--- src/compact_timer_pkg.sv ---
// constants and types for the compact timer and pwm unit
//
// Function
// ten-bit counter counts up on selected clock
// period value compares counter bits nine to seven
// compare value matches all ten counter bits
// counter cleared by run edge, overflow, match
// pause bit freezes counter, clearing resumes
// clock select picks divided system, high, sub
// run off holds count, run rise zeroes
// run rise loads initial pin level
// period code counts 128 steps, zero is 1024
// zero period field lets counter overflow
// mode field selects compare, pwm, timer
// software stops timer before changing mode
// compare match drives pin per function field
// same level as initial gives no change
// pwm function field forces or drives waveform
// software changes pwm function only when off
// control bit sets initial or active level
// polarity bit inverts pin outside timer mode
// swap bit exchanges period and duty comparators
// clear select picks compare or period clear
// counter readable as low and high bytes
// low bytes pass through shared byte buffer
// second pin always inverse of first pin
// separate compare and period match requests
// counter steps by one, wraps at maximum
package compact_timer_pkg;
   localparam logic [7:0] OFF_CTRL_A = 8'h00;
   localparam logic [7:0] OFF_CTRL_B = 8'h04;
   localparam logic [7:0] OFF_CNT_LO = 8'h08;
   localparam logic [7:0] OFF_CNT_HI = 8'h0c;
   localparam logic [7:0] OFF_CMP_LO = 8'h10;
   localparam logic [7:0] OFF_CMP_HI = 8'h14;
   localparam logic [7:0] CTRL_A_RESET = 8'h00;
   localparam logic [7:0] CTRL_B_RESET = 8'h00;
   localparam logic [9:0] CNT_RESET = 10'h000;
   localparam logic [9:0] CMP_RESET = 10'h000;
   localparam int unsigned PERIOD_LSB = 7;
   localparam logic [1:0] SYS_DIV_LAST = 2'h3;
   localparam logic [5:0] H_DIV16_MASK = 6'h0f;
   localparam logic [5:0] H_DIV64_LAST = 6'h3f;
   localparam logic [10:0] FULL_PERIOD = 11'h400;
   typedef enum logic [1:0] {
      MODE_COMPARE = 2'b00,
      MODE_UNDEF = 2'b01,
      MODE_PWM = 2'b10,
      MODE_TIMER = 2'b11
   } mode_t;
   typedef struct packed {
      logic pause;
      logic [2:0] clk_sel;
      logic run;
      logic [2:0] period;
   } ctrl_a_t;
   typedef struct packed {
      mode_t mode;
      logic [1:0] out_fn;
      logic out_ctl;
      logic polarity;
      logic swap;
      logic clear_sel;
   } ctrl_b_t;
endpackage

--- src/compact_timer_unit.sv ---
// compact ten-bit timer with compare output and pwm, ahb-lite slave
`timescale 1ns/1ps
`default_nettype none
module compact_timer_unit (
   input wire logic hclk,
   input wire logic hresetn,
   input wire logic clk_en,
   input wire logic hsel,
   input wire logic [31:0] haddr,
   input wire logic [1:0] htrans,
   input wire logic hwrite,
   input wire logic [2:0] hsize,
   input wire logic [31:0] hwdata,
   input wire logic hready,
   output logic hreadyout,
   output var logic [31:0] hrdata,
   output logic hresp,
   input wire logic high_clock,
   input wire logic sub_clock,
   output var logic timer_output_pin,
   output var logic timer_output_inverted_pin,
   output var logic compare_a_match_req,
   output var logic period_match_req,
   output var compact_timer_pkg::ctrl_b_t ctrl_b_view
);
   import compact_timer_pkg::*;

   ctrl_a_t ctrl_a_q;
   ctrl_b_t ctrl_b_q;
   logic [9:0] cnt_q;
   logic [9:0] cmp_q;
   logic [7:0] buf_q;
   logic run_prev_q;
   logic out_level_q;
   logic [1:0] sys_div_q;
   logic [5:0] h_div_q;
   logic wr_pend_q;
   logic rd_pend_q;
   logic [7:0] addr_q;
   logic acc_valid;
   logic [31:0] rd_value;
   logic [1:0] ext_in;
   logic [1:0] ext_edge;
   logic sel_pulse;
   logic tick;
   logic run_rise;
   logic [10:0] cnt_inc;
   logic p_hit;
   logic a_hit;
   logic ovf;
   logic p_evt;
   logic clr_by_a;
   logic cnt_clear;
   logic is_pwm;
   logic [10:0] duty_val;
   logic pwm_on;

   assign hresp = 1'b0;
   assign ctrl_b_view = ctrl_b_q;

   // ahb-lite slave: writes take no wait, reads take one
   assign acc_valid = hsel && htrans[1] && hready;
   assign hreadyout = !rd_pend_q;

   always_ff @(posedge hclk or negedge hresetn) begin
      if (!hresetn) begin
         wr_pend_q <= 1'b0;
         rd_pend_q <= 1'b0;
         addr_q <= 8'h00;
      end else if (clk_en) begin
         wr_pend_q <= acc_valid && hwrite;
         rd_pend_q <= acc_valid && !hwrite;
         if (acc_valid) begin
            addr_q <= {haddr[7:2], 2'b00};
         end
      end
   end

   // read mux, low bytes come from the shared buffer
   always_comb begin
      rd_value = 32'h0000_0000;
      case (addr_q)
         OFF_CTRL_A: rd_value = {24'h00_0000, ctrl_a_q};
         OFF_CTRL_B: rd_value = {24'h00_0000, ctrl_b_q};
         OFF_CNT_LO: rd_value = {24'h00_0000, buf_q};
         OFF_CNT_HI: rd_value = {30'h0000_0000, cnt_q[9:8]};
         OFF_CMP_LO: rd_value = {24'h00_0000, buf_q};
         OFF_CMP_HI: rd_value = {30'h0000_0000, cmp_q[9:8]};
         default: rd_value = 32'h0000_0000;
      endcase
   end

   always_ff @(posedge hclk or negedge hresetn) begin
      if (!hresetn) begin
         hrdata <= 32'h0000_0000;
      end else if (clk_en && rd_pend_q) begin
         hrdata <= rd_value;
      end
   end

   // byte buffer: compare low write fills, high read latches low byte
   always_ff @(posedge hclk or negedge hresetn) begin
      if (!hresetn) begin
         buf_q <= 8'h00;
      end else if (clk_en) begin
         if (wr_pend_q && addr_q == OFF_CMP_LO) begin
            buf_q <= hwdata[7:0];
         end else if (rd_pend_q && addr_q == OFF_CNT_HI) begin
            buf_q <= cnt_q[7:0];
         end else if (rd_pend_q && addr_q == OFF_CMP_HI) begin
            buf_q <= cmp_q[7:0];
         end
      end
   end

   // control registers
   always_ff @(posedge hclk or negedge hresetn) begin
      if (!hresetn) begin
         ctrl_a_q <= CTRL_A_RESET;
         ctrl_b_q <= CTRL_B_RESET;
      end else if (clk_en && wr_pend_q) begin
         if (addr_q == OFF_CTRL_A) begin
            ctrl_a_q <= hwdata[7:0];
         end
         if (addr_q == OFF_CTRL_B) begin
            ctrl_b_q <= hwdata[7:0];
         end
      end
   end

   // compare value, high write commits the buffer
   always_ff @(posedge hclk or negedge hresetn) begin
      if (!hresetn) begin
         cmp_q <= CMP_RESET;
      end else if (clk_en && wr_pend_q && addr_q == OFF_CMP_HI) begin
         cmp_q <= {hwdata[1:0], buf_q};
      end
   end

   // clock pins, two flip-flops then edge detect
   assign ext_in = {sub_clock, high_clock};
   genvar gi;
   generate
      for (gi = 0; gi < 2; gi = gi + 1) begin : g_ext
         logic s1_q;
         logic s2_q;
         logic s3_q;
         always_ff @(posedge hclk or negedge hresetn) begin
            if (!hresetn) begin
               s1_q <= 1'b0;
               s2_q <= 1'b0;
               s3_q <= 1'b0;
            end else if (clk_en) begin
               s1_q <= ext_in[gi];
               s2_q <= s1_q;
               s3_q <= s2_q;
            end
         end
         assign ext_edge[gi] = s2_q && !s3_q;
      end
   endgenerate

   // dividers for system and high clocks
   always_ff @(posedge hclk or negedge hresetn) begin
      if (!hresetn) begin
         sys_div_q <= 2'h0;
         h_div_q <= 6'h00;
      end else if (clk_en) begin
         sys_div_q <= sys_div_q + 2'h1;
         if (ext_edge[0]) begin
            h_div_q <= h_div_q + 6'h01;
         end
      end
   end

   // counter clock select
   always_comb begin
      case (ctrl_a_q.clk_sel)
         3'b000: sel_pulse = (sys_div_q == SYS_DIV_LAST);
         3'b001: sel_pulse = 1'b1;
         3'b010: sel_pulse = ext_edge[0] && ((h_div_q & H_DIV16_MASK) == H_DIV16_MASK);
         3'b011: sel_pulse = ext_edge[0] && (h_div_q == H_DIV64_LAST);
         3'b100: sel_pulse = ext_edge[1];
         3'b101: sel_pulse = ext_edge[1];
         default: sel_pulse = 1'b0;
      endcase
   end

   assign tick = sel_pulse && ctrl_a_q.run && !ctrl_a_q.pause;
   assign run_rise = ctrl_a_q.run && !run_prev_q;
   assign is_pwm = (ctrl_b_q.mode == MODE_PWM);

   // comparators
   assign cnt_inc = {1'b0, cnt_q} + 11'h001;
   assign p_hit = tick && (ctrl_a_q.period != 3'b000)
      && (cnt_inc[9:0] == {ctrl_a_q.period, 7'h00});
   assign a_hit = tick && (cmp_q != 10'h000) && (cnt_inc[9:0] == cmp_q);
   assign ovf = tick && cnt_inc[10];
   assign p_evt = p_hit || ((ctrl_a_q.period == 3'b000) && ovf);
   assign clr_by_a = is_pwm ? ctrl_b_q.swap : ctrl_b_q.clear_sel;
   assign cnt_clear = clr_by_a ? a_hit : p_evt;

   always_ff @(posedge hclk or negedge hresetn) begin
      if (!hresetn) begin
         run_prev_q <= 1'b0;
      end else if (clk_en) begin
         run_prev_q <= ctrl_a_q.run;
      end
   end

   // counter, cleared only by run rise or hardware events
   always_ff @(posedge hclk or negedge hresetn) begin
      if (!hresetn) begin
         cnt_q <= CNT_RESET;
      end else if (clk_en) begin
         if (run_rise) begin
            cnt_q <= CNT_RESET;
         end else if (tick) begin
            cnt_q <= cnt_clear ? CNT_RESET : cnt_inc[9:0];
         end
      end
   end

   // match requests
   always_ff @(posedge hclk or negedge hresetn) begin
      if (!hresetn) begin
         compare_a_match_req <= 1'b0;
         period_match_req <= 1'b0;
      end else if (clk_en) begin
         compare_a_match_req <= a_hit;
         period_match_req <= p_evt && (is_pwm || !ctrl_b_q.clear_sel);
      end
   end

   // pwm duty threshold
   always_comb begin
      if (ctrl_b_q.swap) begin
         if (ctrl_a_q.period == 3'b000) begin
            duty_val = FULL_PERIOD;
         end else begin
            duty_val = {1'b0, ctrl_a_q.period, 7'h00};
         end
      end else begin
         duty_val = {1'b0, cmp_q};
      end
   end
   assign pwm_on = ({1'b0, cnt_q} < duty_val);

   // output level before polarity
   always_ff @(posedge hclk or negedge hresetn) begin
      if (!hresetn) begin
         out_level_q <= 1'b0;
      end else if (clk_en) begin
         if (run_rise && (ctrl_b_q.mode == MODE_COMPARE || is_pwm)) begin
            out_level_q <= ctrl_b_q.out_ctl;
         end else if (ctrl_b_q.mode == MODE_COMPARE) begin
            if (a_hit) begin
               case (ctrl_b_q.out_fn)
                  2'b01: out_level_q <= 1'b0;
                  2'b10: out_level_q <= 1'b1;
                  2'b11: out_level_q <= !out_level_q;
                  default: out_level_q <= out_level_q;
               endcase
            end
         end else if (is_pwm) begin
            case (ctrl_b_q.out_fn)
               2'b00: out_level_q <= !ctrl_b_q.out_ctl;
               2'b01: out_level_q <= ctrl_b_q.out_ctl;
               2'b10: out_level_q <= pwm_on ? ctrl_b_q.out_ctl : !ctrl_b_q.out_ctl;
               default: out_level_q <= !ctrl_b_q.out_ctl;
            endcase
         end
      end
   end

   // pins, inverse pin always the complement
   always_ff @(posedge hclk or negedge hresetn) begin
      if (!hresetn) begin
         timer_output_pin <= 1'b0;
         timer_output_inverted_pin <= 1'b1;
      end else if (clk_en) begin
         if (ctrl_b_q.mode == MODE_TIMER) begin
            timer_output_pin <= 1'b0;
            timer_output_inverted_pin <= 1'b1;
         end else begin
            timer_output_pin <= out_level_q ^ ctrl_b_q.polarity;
            timer_output_inverted_pin <= !(out_level_q ^ ctrl_b_q.polarity);
         end
      end
   end

   // checks
   a_count_step: assert property (@(posedge hclk) disable iff (!hresetn)
      (clk_en && tick && !cnt_clear && !run_rise) |=> cnt_q == $past(cnt_q) + 10'h001)
      else $error("counter did not step by one");

   a_run_rise_zero: assert property (@(posedge hclk) disable iff (!hresetn)
      (clk_en && run_rise) |=> cnt_q == 10'h000)
      else $error("run rise did not zero counter");

   a_pause_hold: assert property (@(posedge hclk) disable iff (!hresetn)
      (ctrl_a_q.pause && !run_rise) |=> $stable(cnt_q))
      else $error("counter moved while paused");

   a_off_hold: assert property (@(posedge hclk) disable iff (!hresetn)
      (!ctrl_a_q.run) |=> $stable(cnt_q))
      else $error("counter moved while off");

   a_period_clear: assert property (@(posedge hclk) disable iff (!hresetn)
      (clk_en && p_hit && !clr_by_a && !run_rise) |=> cnt_q == 10'h000)
      else $error("period match did not clear counter");

   a_zero_period: assert property (@(posedge hclk) disable iff (!hresetn)
      (ctrl_a_q.period == 3'b000) |-> !p_hit)
      else $error("period match with zero period");

   a_init_level: assert property (@(posedge hclk) disable iff (!hresetn)
      (clk_en && run_rise && ctrl_b_q.mode == MODE_COMPARE)
      |=> out_level_q == $past(ctrl_b_q.out_ctl))
      else $error("initial level not loaded");

   a_match_high: assert property (@(posedge hclk) disable iff (!hresetn)
      (clk_en && a_hit && !run_rise && ctrl_b_q.mode == MODE_COMPARE
      && ctrl_b_q.out_fn == 2'b10) |=> out_level_q)
      else $error("compare match did not drive high");

   a_pins_inverse: assert property (@(posedge hclk) disable iff (!hresetn)
      timer_output_inverted_pin == !timer_output_pin)
      else $error("second pin not inverse");

   a_period_req: assert property (@(posedge hclk) disable iff (!hresetn)
      (clk_en && p_hit && !is_pwm && ctrl_b_q.clear_sel) |=> !period_match_req)
      else $error("period request with compare clear");

   a_buffer_latch: assert property (@(posedge hclk) disable iff (!hresetn)
      (clk_en && rd_pend_q && addr_q == OFF_CNT_HI)
      |=> {2'b00, buf_q} == ($past(cnt_q) & 10'h0ff))
      else $error("count low byte not latched");

   a_compare_commit: assert property (@(posedge hclk) disable iff (!hresetn)
      (clk_en && wr_pend_q && addr_q == OFF_CMP_HI) |=> cmp_q[7:0] == $past(buf_q))
      else $error("compare low byte not committed");

   a_timer_pin_low: assert property (@(posedge hclk) disable iff (!hresetn)
      (clk_en && ctrl_b_q.mode == MODE_TIMER) |=> !timer_output_pin && timer_output_inverted_pin)
      else $error("pin not low in timer mode");

   a_pwm_active: assert property (@(posedge hclk) disable iff (!hresetn)
      (clk_en && is_pwm && ctrl_b_q.out_fn == 2'b01) |=> out_level_q == $past(ctrl_b_q.out_ctl))
      else $error("pwm active level not forced");

   a_compare_req: assert property (@(posedge hclk) disable iff (!hresetn)
      (clk_en && a_hit) |=> compare_a_match_req)
      else $error("compare match gave no request");

   a_undefined_clock: assert property (@(posedge hclk) disable iff (!hresetn)
      (ctrl_a_q.clk_sel[2:1] == 2'b11) |-> !tick)
      else $error("undefined clock select counted");

   a_overflow_wrap: assert property (@(posedge hclk) disable iff (!hresetn)
      (clk_en && ovf && !run_rise) |=> cnt_q == 10'h000)
      else $error("counter did not wrap on overflow");

   a_read_wait: assert property (@(posedge hclk) disable iff (!hresetn)
      (clk_en && acc_valid && !hwrite) |=> !hreadyout)
      else $error("read took no wait state");

   c_pwm_run: cover property (@(posedge hclk) disable iff (!hresetn)
      is_pwm && ctrl_a_q.run && ctrl_b_q.out_fn == 2'b10 && pwm_on ##1 !pwm_on);
   c_toggle: cover property (@(posedge hclk) disable iff (!hresetn)
      clk_en && a_hit && ctrl_b_q.mode == MODE_COMPARE && ctrl_b_q.out_fn == 2'b11);
   c_period_wrap: cover property (@(posedge hclk) disable iff (!hresetn)
      clk_en && p_hit ##1 cnt_q == 10'h000);
   c_pause_run: cover property (@(posedge hclk) disable iff (!hresetn)
      ctrl_a_q.run && ctrl_a_q.pause ##1 !ctrl_a_q.pause);
   c_swap_pwm: cover property (@(posedge hclk) disable iff (!hresetn)
      clk_en && is_pwm && ctrl_b_q.swap && a_hit);
endmodule
`default_nettype wire

--- config.mk ---
export PLATFORM = sky130hd
export DESIGN_NAME = compact_timer_unit
export DESIGN_NICKNAME = d
export VERILOG_FILES = /design/src/compact_timer_pkg.sv /design/src/compact_timer_unit.sv
export SDC_FILE = /design/constraint.sdc
export NUM_CORES = 1
export LEC_CHECK = 0
export ABC_CLOCK_PERIOD_IN_PS = 3080
export BUFFER_PORTS_ARGS = -buffer_cell sky130_fd_sc_hd__buf_4
export CAP_MARGIN = 10
export CORE_ASPECT_RATIO = 1.1
export CORE_MARGIN = 2
export CORE_UTILIZATION = 54
export DETAILED_ROUTE_END_ITERATION = 8
export GPL_TIMING_DRIVEN = 0
export HOLD_SLACK_MARGIN = 0.03
export MAX_ROUTING_LAYER = met4
export PLACE_DENSITY = 0.8
export SYNTH_ARGS = -nofsm -noshare
export SYNTH_HDL_FRONTEND = slang
export SYNTH_SLANG_ARGS = --single-unit
--- constraint.sdc ---
create_clock -name hclk -period 3.08 [get_ports hclk]
set_input_delay 0.308 -clock hclk [delete_from_list [all_inputs] [get_ports hclk]]
set_output_delay 0.308 -clock hclk [all_outputs]
set_load 0.02 [all_outputs]
==> impl_metrics.ini <==
[clocking]
cts-resized-gates = 1
cts_sinks = 80
clk_pin_slew_ns = 0.09
clk_path_buf_depth = 2
hold_buffers = 0
clock_latency_ns = 0.35
cts_tree = built
post_cts_buffers = 0
cts.htree.levels = 3
cts-root-buf = clkbuf_8
cts_made_buffers = 9

[synth]
synth_area_um2 = 4850
async_flop_share = 1.00
avgSynthCellArea_um2 = 9.89
ys_warn_count = 0
synthDistinctLibCells = 65
synth-edff-count = 0
yosysSeqAreaShare = 0.413
syn_inst = 491
synth-main-ff-cell = dfrtp_1
ys_seq_elements = 80

[job]
drv_cap = 0

[timing]
fmax_mhz = 345
setup_ws_ns = 0.179
finalCriticalPeriod_ns = 2.90
final.period_utilization = 0.942
hold_viol = 0
setup_viol = 0
slew_viol_final = 0
clock_skew_ns = 0.00810
rsz0062_at_grt = no
worst_slew_margin_rel = 0.338
worstMarginPinSlew_ns = 0.994
whs_ns = 0.122

[floorplan]
coreArea_um2 = 8780
die_w_um = 94.4
dieArea_um2 = 9770
die_height_um = 103
rows = 36
initial_core_util = 0.553
ios = 123

[placement]
place_hpwl_um = 9390
port_buffers = 43
place.gp.congestion = 0.891
dp_slack_ns = -0.0995
dpl.cell_count = 672

[power]
seq_power_share = 0.445
power_density_nw_per_um2 = 562
p_switching_mw = 1.15
p_int_mw = 2.02
swShare = 0.362
peakVddDrop_v = 0.000416
p_leak_nw = 2.59
clockPowerShare = 0.254
p_comb_frac = 0.301
total_power_mw = 3.17

[drt]
drtPass1Iterations = 5
ant_nets = 0
drcViolationCount = 0
drt-initial-drc-count = 279
num_vias = 4137
vias_per_cell = 6.02
wl_per_cell_um = 18.7
finalWirelength_um = 12800

[setup_path]
worstSetupEndpointType = register
cpMostUsedCell = or4_1
crit_fanout = 10
path_cells = ha_1, or4_1, nand3b_1, a221o_1, a2111oi_4, and3_1, buf_6, or4_1, o2bb2ai_1
cp.arrival_ns = 3.15
cpMaxStageDelayCell = or4_1
slowest_delay_ns = 0.55
cp.required_ns = 3.33
crit_type = register to register
start_kind = register

[final_layout]
final_cells = 687
diodes = 0
syn_to_final_growth_pct = 16.2
nNetsFinal = 662
final_layout_size_suffix_gt1_frac = 0.244

[global_routing]
grt_use_total = 0.292
grt_overflow_total = 0
grt_pass1_vias = 4100
antenna_found_initial = 0
grt_max_degree = 81
grt_pass1_wl_um = 21200

[outcome]
status = completed

[min_path]
hold_class = input port to async pin
cell usage in the layout, fill, tap and decap left out, drive strengths merged, types with 3 or more instances in the layout:
cell type   n
o22ai       3
o2bb2ai     3
ha         16
nor3       14
a21oi      14
a221o       5
xnor2      14
nor2       17
nor4        4
a32o        3
buf        75
nand3      17
or3b        3
clkbuf     29
nand2      53
xor2       10
and3        7
mux2i      13
nand3b      3
mux2       39
nand2b     11
o21ai      35
conb       25
dfrtp      79
o41ai       5
nand4      13
a222oi      6
nor2b       3
o21a        3
inv        12
cell type report:
| type | count | area [µm²] |
|---|---|---|
| Fill cell | 724 | 3140 |
| Clock buffer | 10 | 138 |
| Clock inverter | 5 | 66.3 |
| Sequential cell | 80 | 2000 |
| Multi-Input combinational cell | 373 | 2620 |
| Tap cell | 114 | 143 |
| Inverter | 11 | 41.3 |
| Timing Repair Buffer | 43 | 323 |
| Buffer | 51 | 303 |
kinds of logic (layout without fill, tap and decap cells):
| kind of cell | Yosys count | after routing | share of synthesized area |
|---|---|---|---|
| AND/OR/NAND/NOR | 160 | 160 | 0.174 |
| AO/OA/AOI/OAI | 96 | 96 | 0.141 |
| flip-flops | 80 | 80 | 0.413 |
| buffers and inverters | 62 | 120 | 0.0704 |
| multiplexers | 52 | 52 | 0.117 |
| XOR/XNOR | 24 | 24 | 0.0433 |
| adder cells (fa/ha/maj) | 16 | 16 | 0.0412 |
| other | 1 | 25 | 0.000772 |
sequential cells by signal, summed over array words and instances, names as in the netlist, 6 cells and up:
register and cells:
cnt_q 10, buf_q 8, ctrl_b_view 8, cmp_q 10
hrdata 8, ctrl_a_q 8, addr_q 6, h_div_q 6
synthesized netlist by cell type, types with 5 or more instances:
cell	instances	area share
o21ai_0	34	0.035
and3_1	7	0.0090
nand4_1	13	0.017
nand2b_1	11	0.014
dfrtp_1	79	0.41
nand3_1	17	0.018
a221o_1	5	0.010
inv_1	11	0.0085
mux2_2	38	0.088
nor2_1	17	0.013
o41ai_1	5	0.0090
a222oi_1	6	0.012
mux2i_1	13	0.027
buf_4	26	0.040
xnor2_1	14	0.025
a21oi_1	14	0.014
nor3_1	13	0.013
xor2_1	10	0.018
nand2_1	53	0.041
clkbuf_1	18	0.014
ha_1	16	0.041
power groups by stage:
stage	Clock (mW)	Combinational (mW)	Sequential [mW]
finish	0.806	0.954	1.41
global route	0.862	1.06	1.43
CTS	0.820	0.941	1.40
detailed placement	0	0.936	1.42
global placement	0	0.900	1.41
floorplan	0	0.633	1.40
metrics by stage:
step	TNS [ns]	cell area (µm²)	util
2_1_floorplan	0	4940	-
3_3_place_gp	-0.473	5410	0.616
3_5_place_dp	-0.489	5410	0.616
4_1_cts	0	5620	0.640
5_1_grt	0	5640	0.642
6_report	0	5640	0.642
final timing paths:
check | from | end | slack, ns | cells past startpoint
min in group hclk | hwrite | rd_pend_q | 0.14 | 2
worst min-delay path | hresetn | buf_q[3] | 0.12 | 1
worst max-delay path | sys_div_q[0] | cnt_q[9] | 0.18 | 9
worst min register to register | sys_div_q[0] | sys_div_q[0] | 0.49 | 1
max in group asynchronous | hresetn | cnt_q[1] | 2.25 | 1
worst max register to register | sys_div_q[0] | cnt_q[9] | 0.18 | 9
metal layers:
metal | vias to the layer above | part of all wire | track usage
met5 | - | 0 | -
met2 | 193 | 0.48 | 0.473
met1 | 2005 | 0.42 | 0.371
met4 | 0 | 0.035 | 0.126
li1 | 1900 | - | -
met3 | 39 | 0.062 | 0.0428
critical path: cells and delay by family, from the launching register on:
kind                       cells  cell delay [ns]
AOI/OAI and AO/OA              3             0.70
adders and majority gates      1             0.20
buffers and inverters          1             0.15
DFF                            1             0.40
and+or+nand+nor                4             1.38
(Power assumes the default switching activity.)
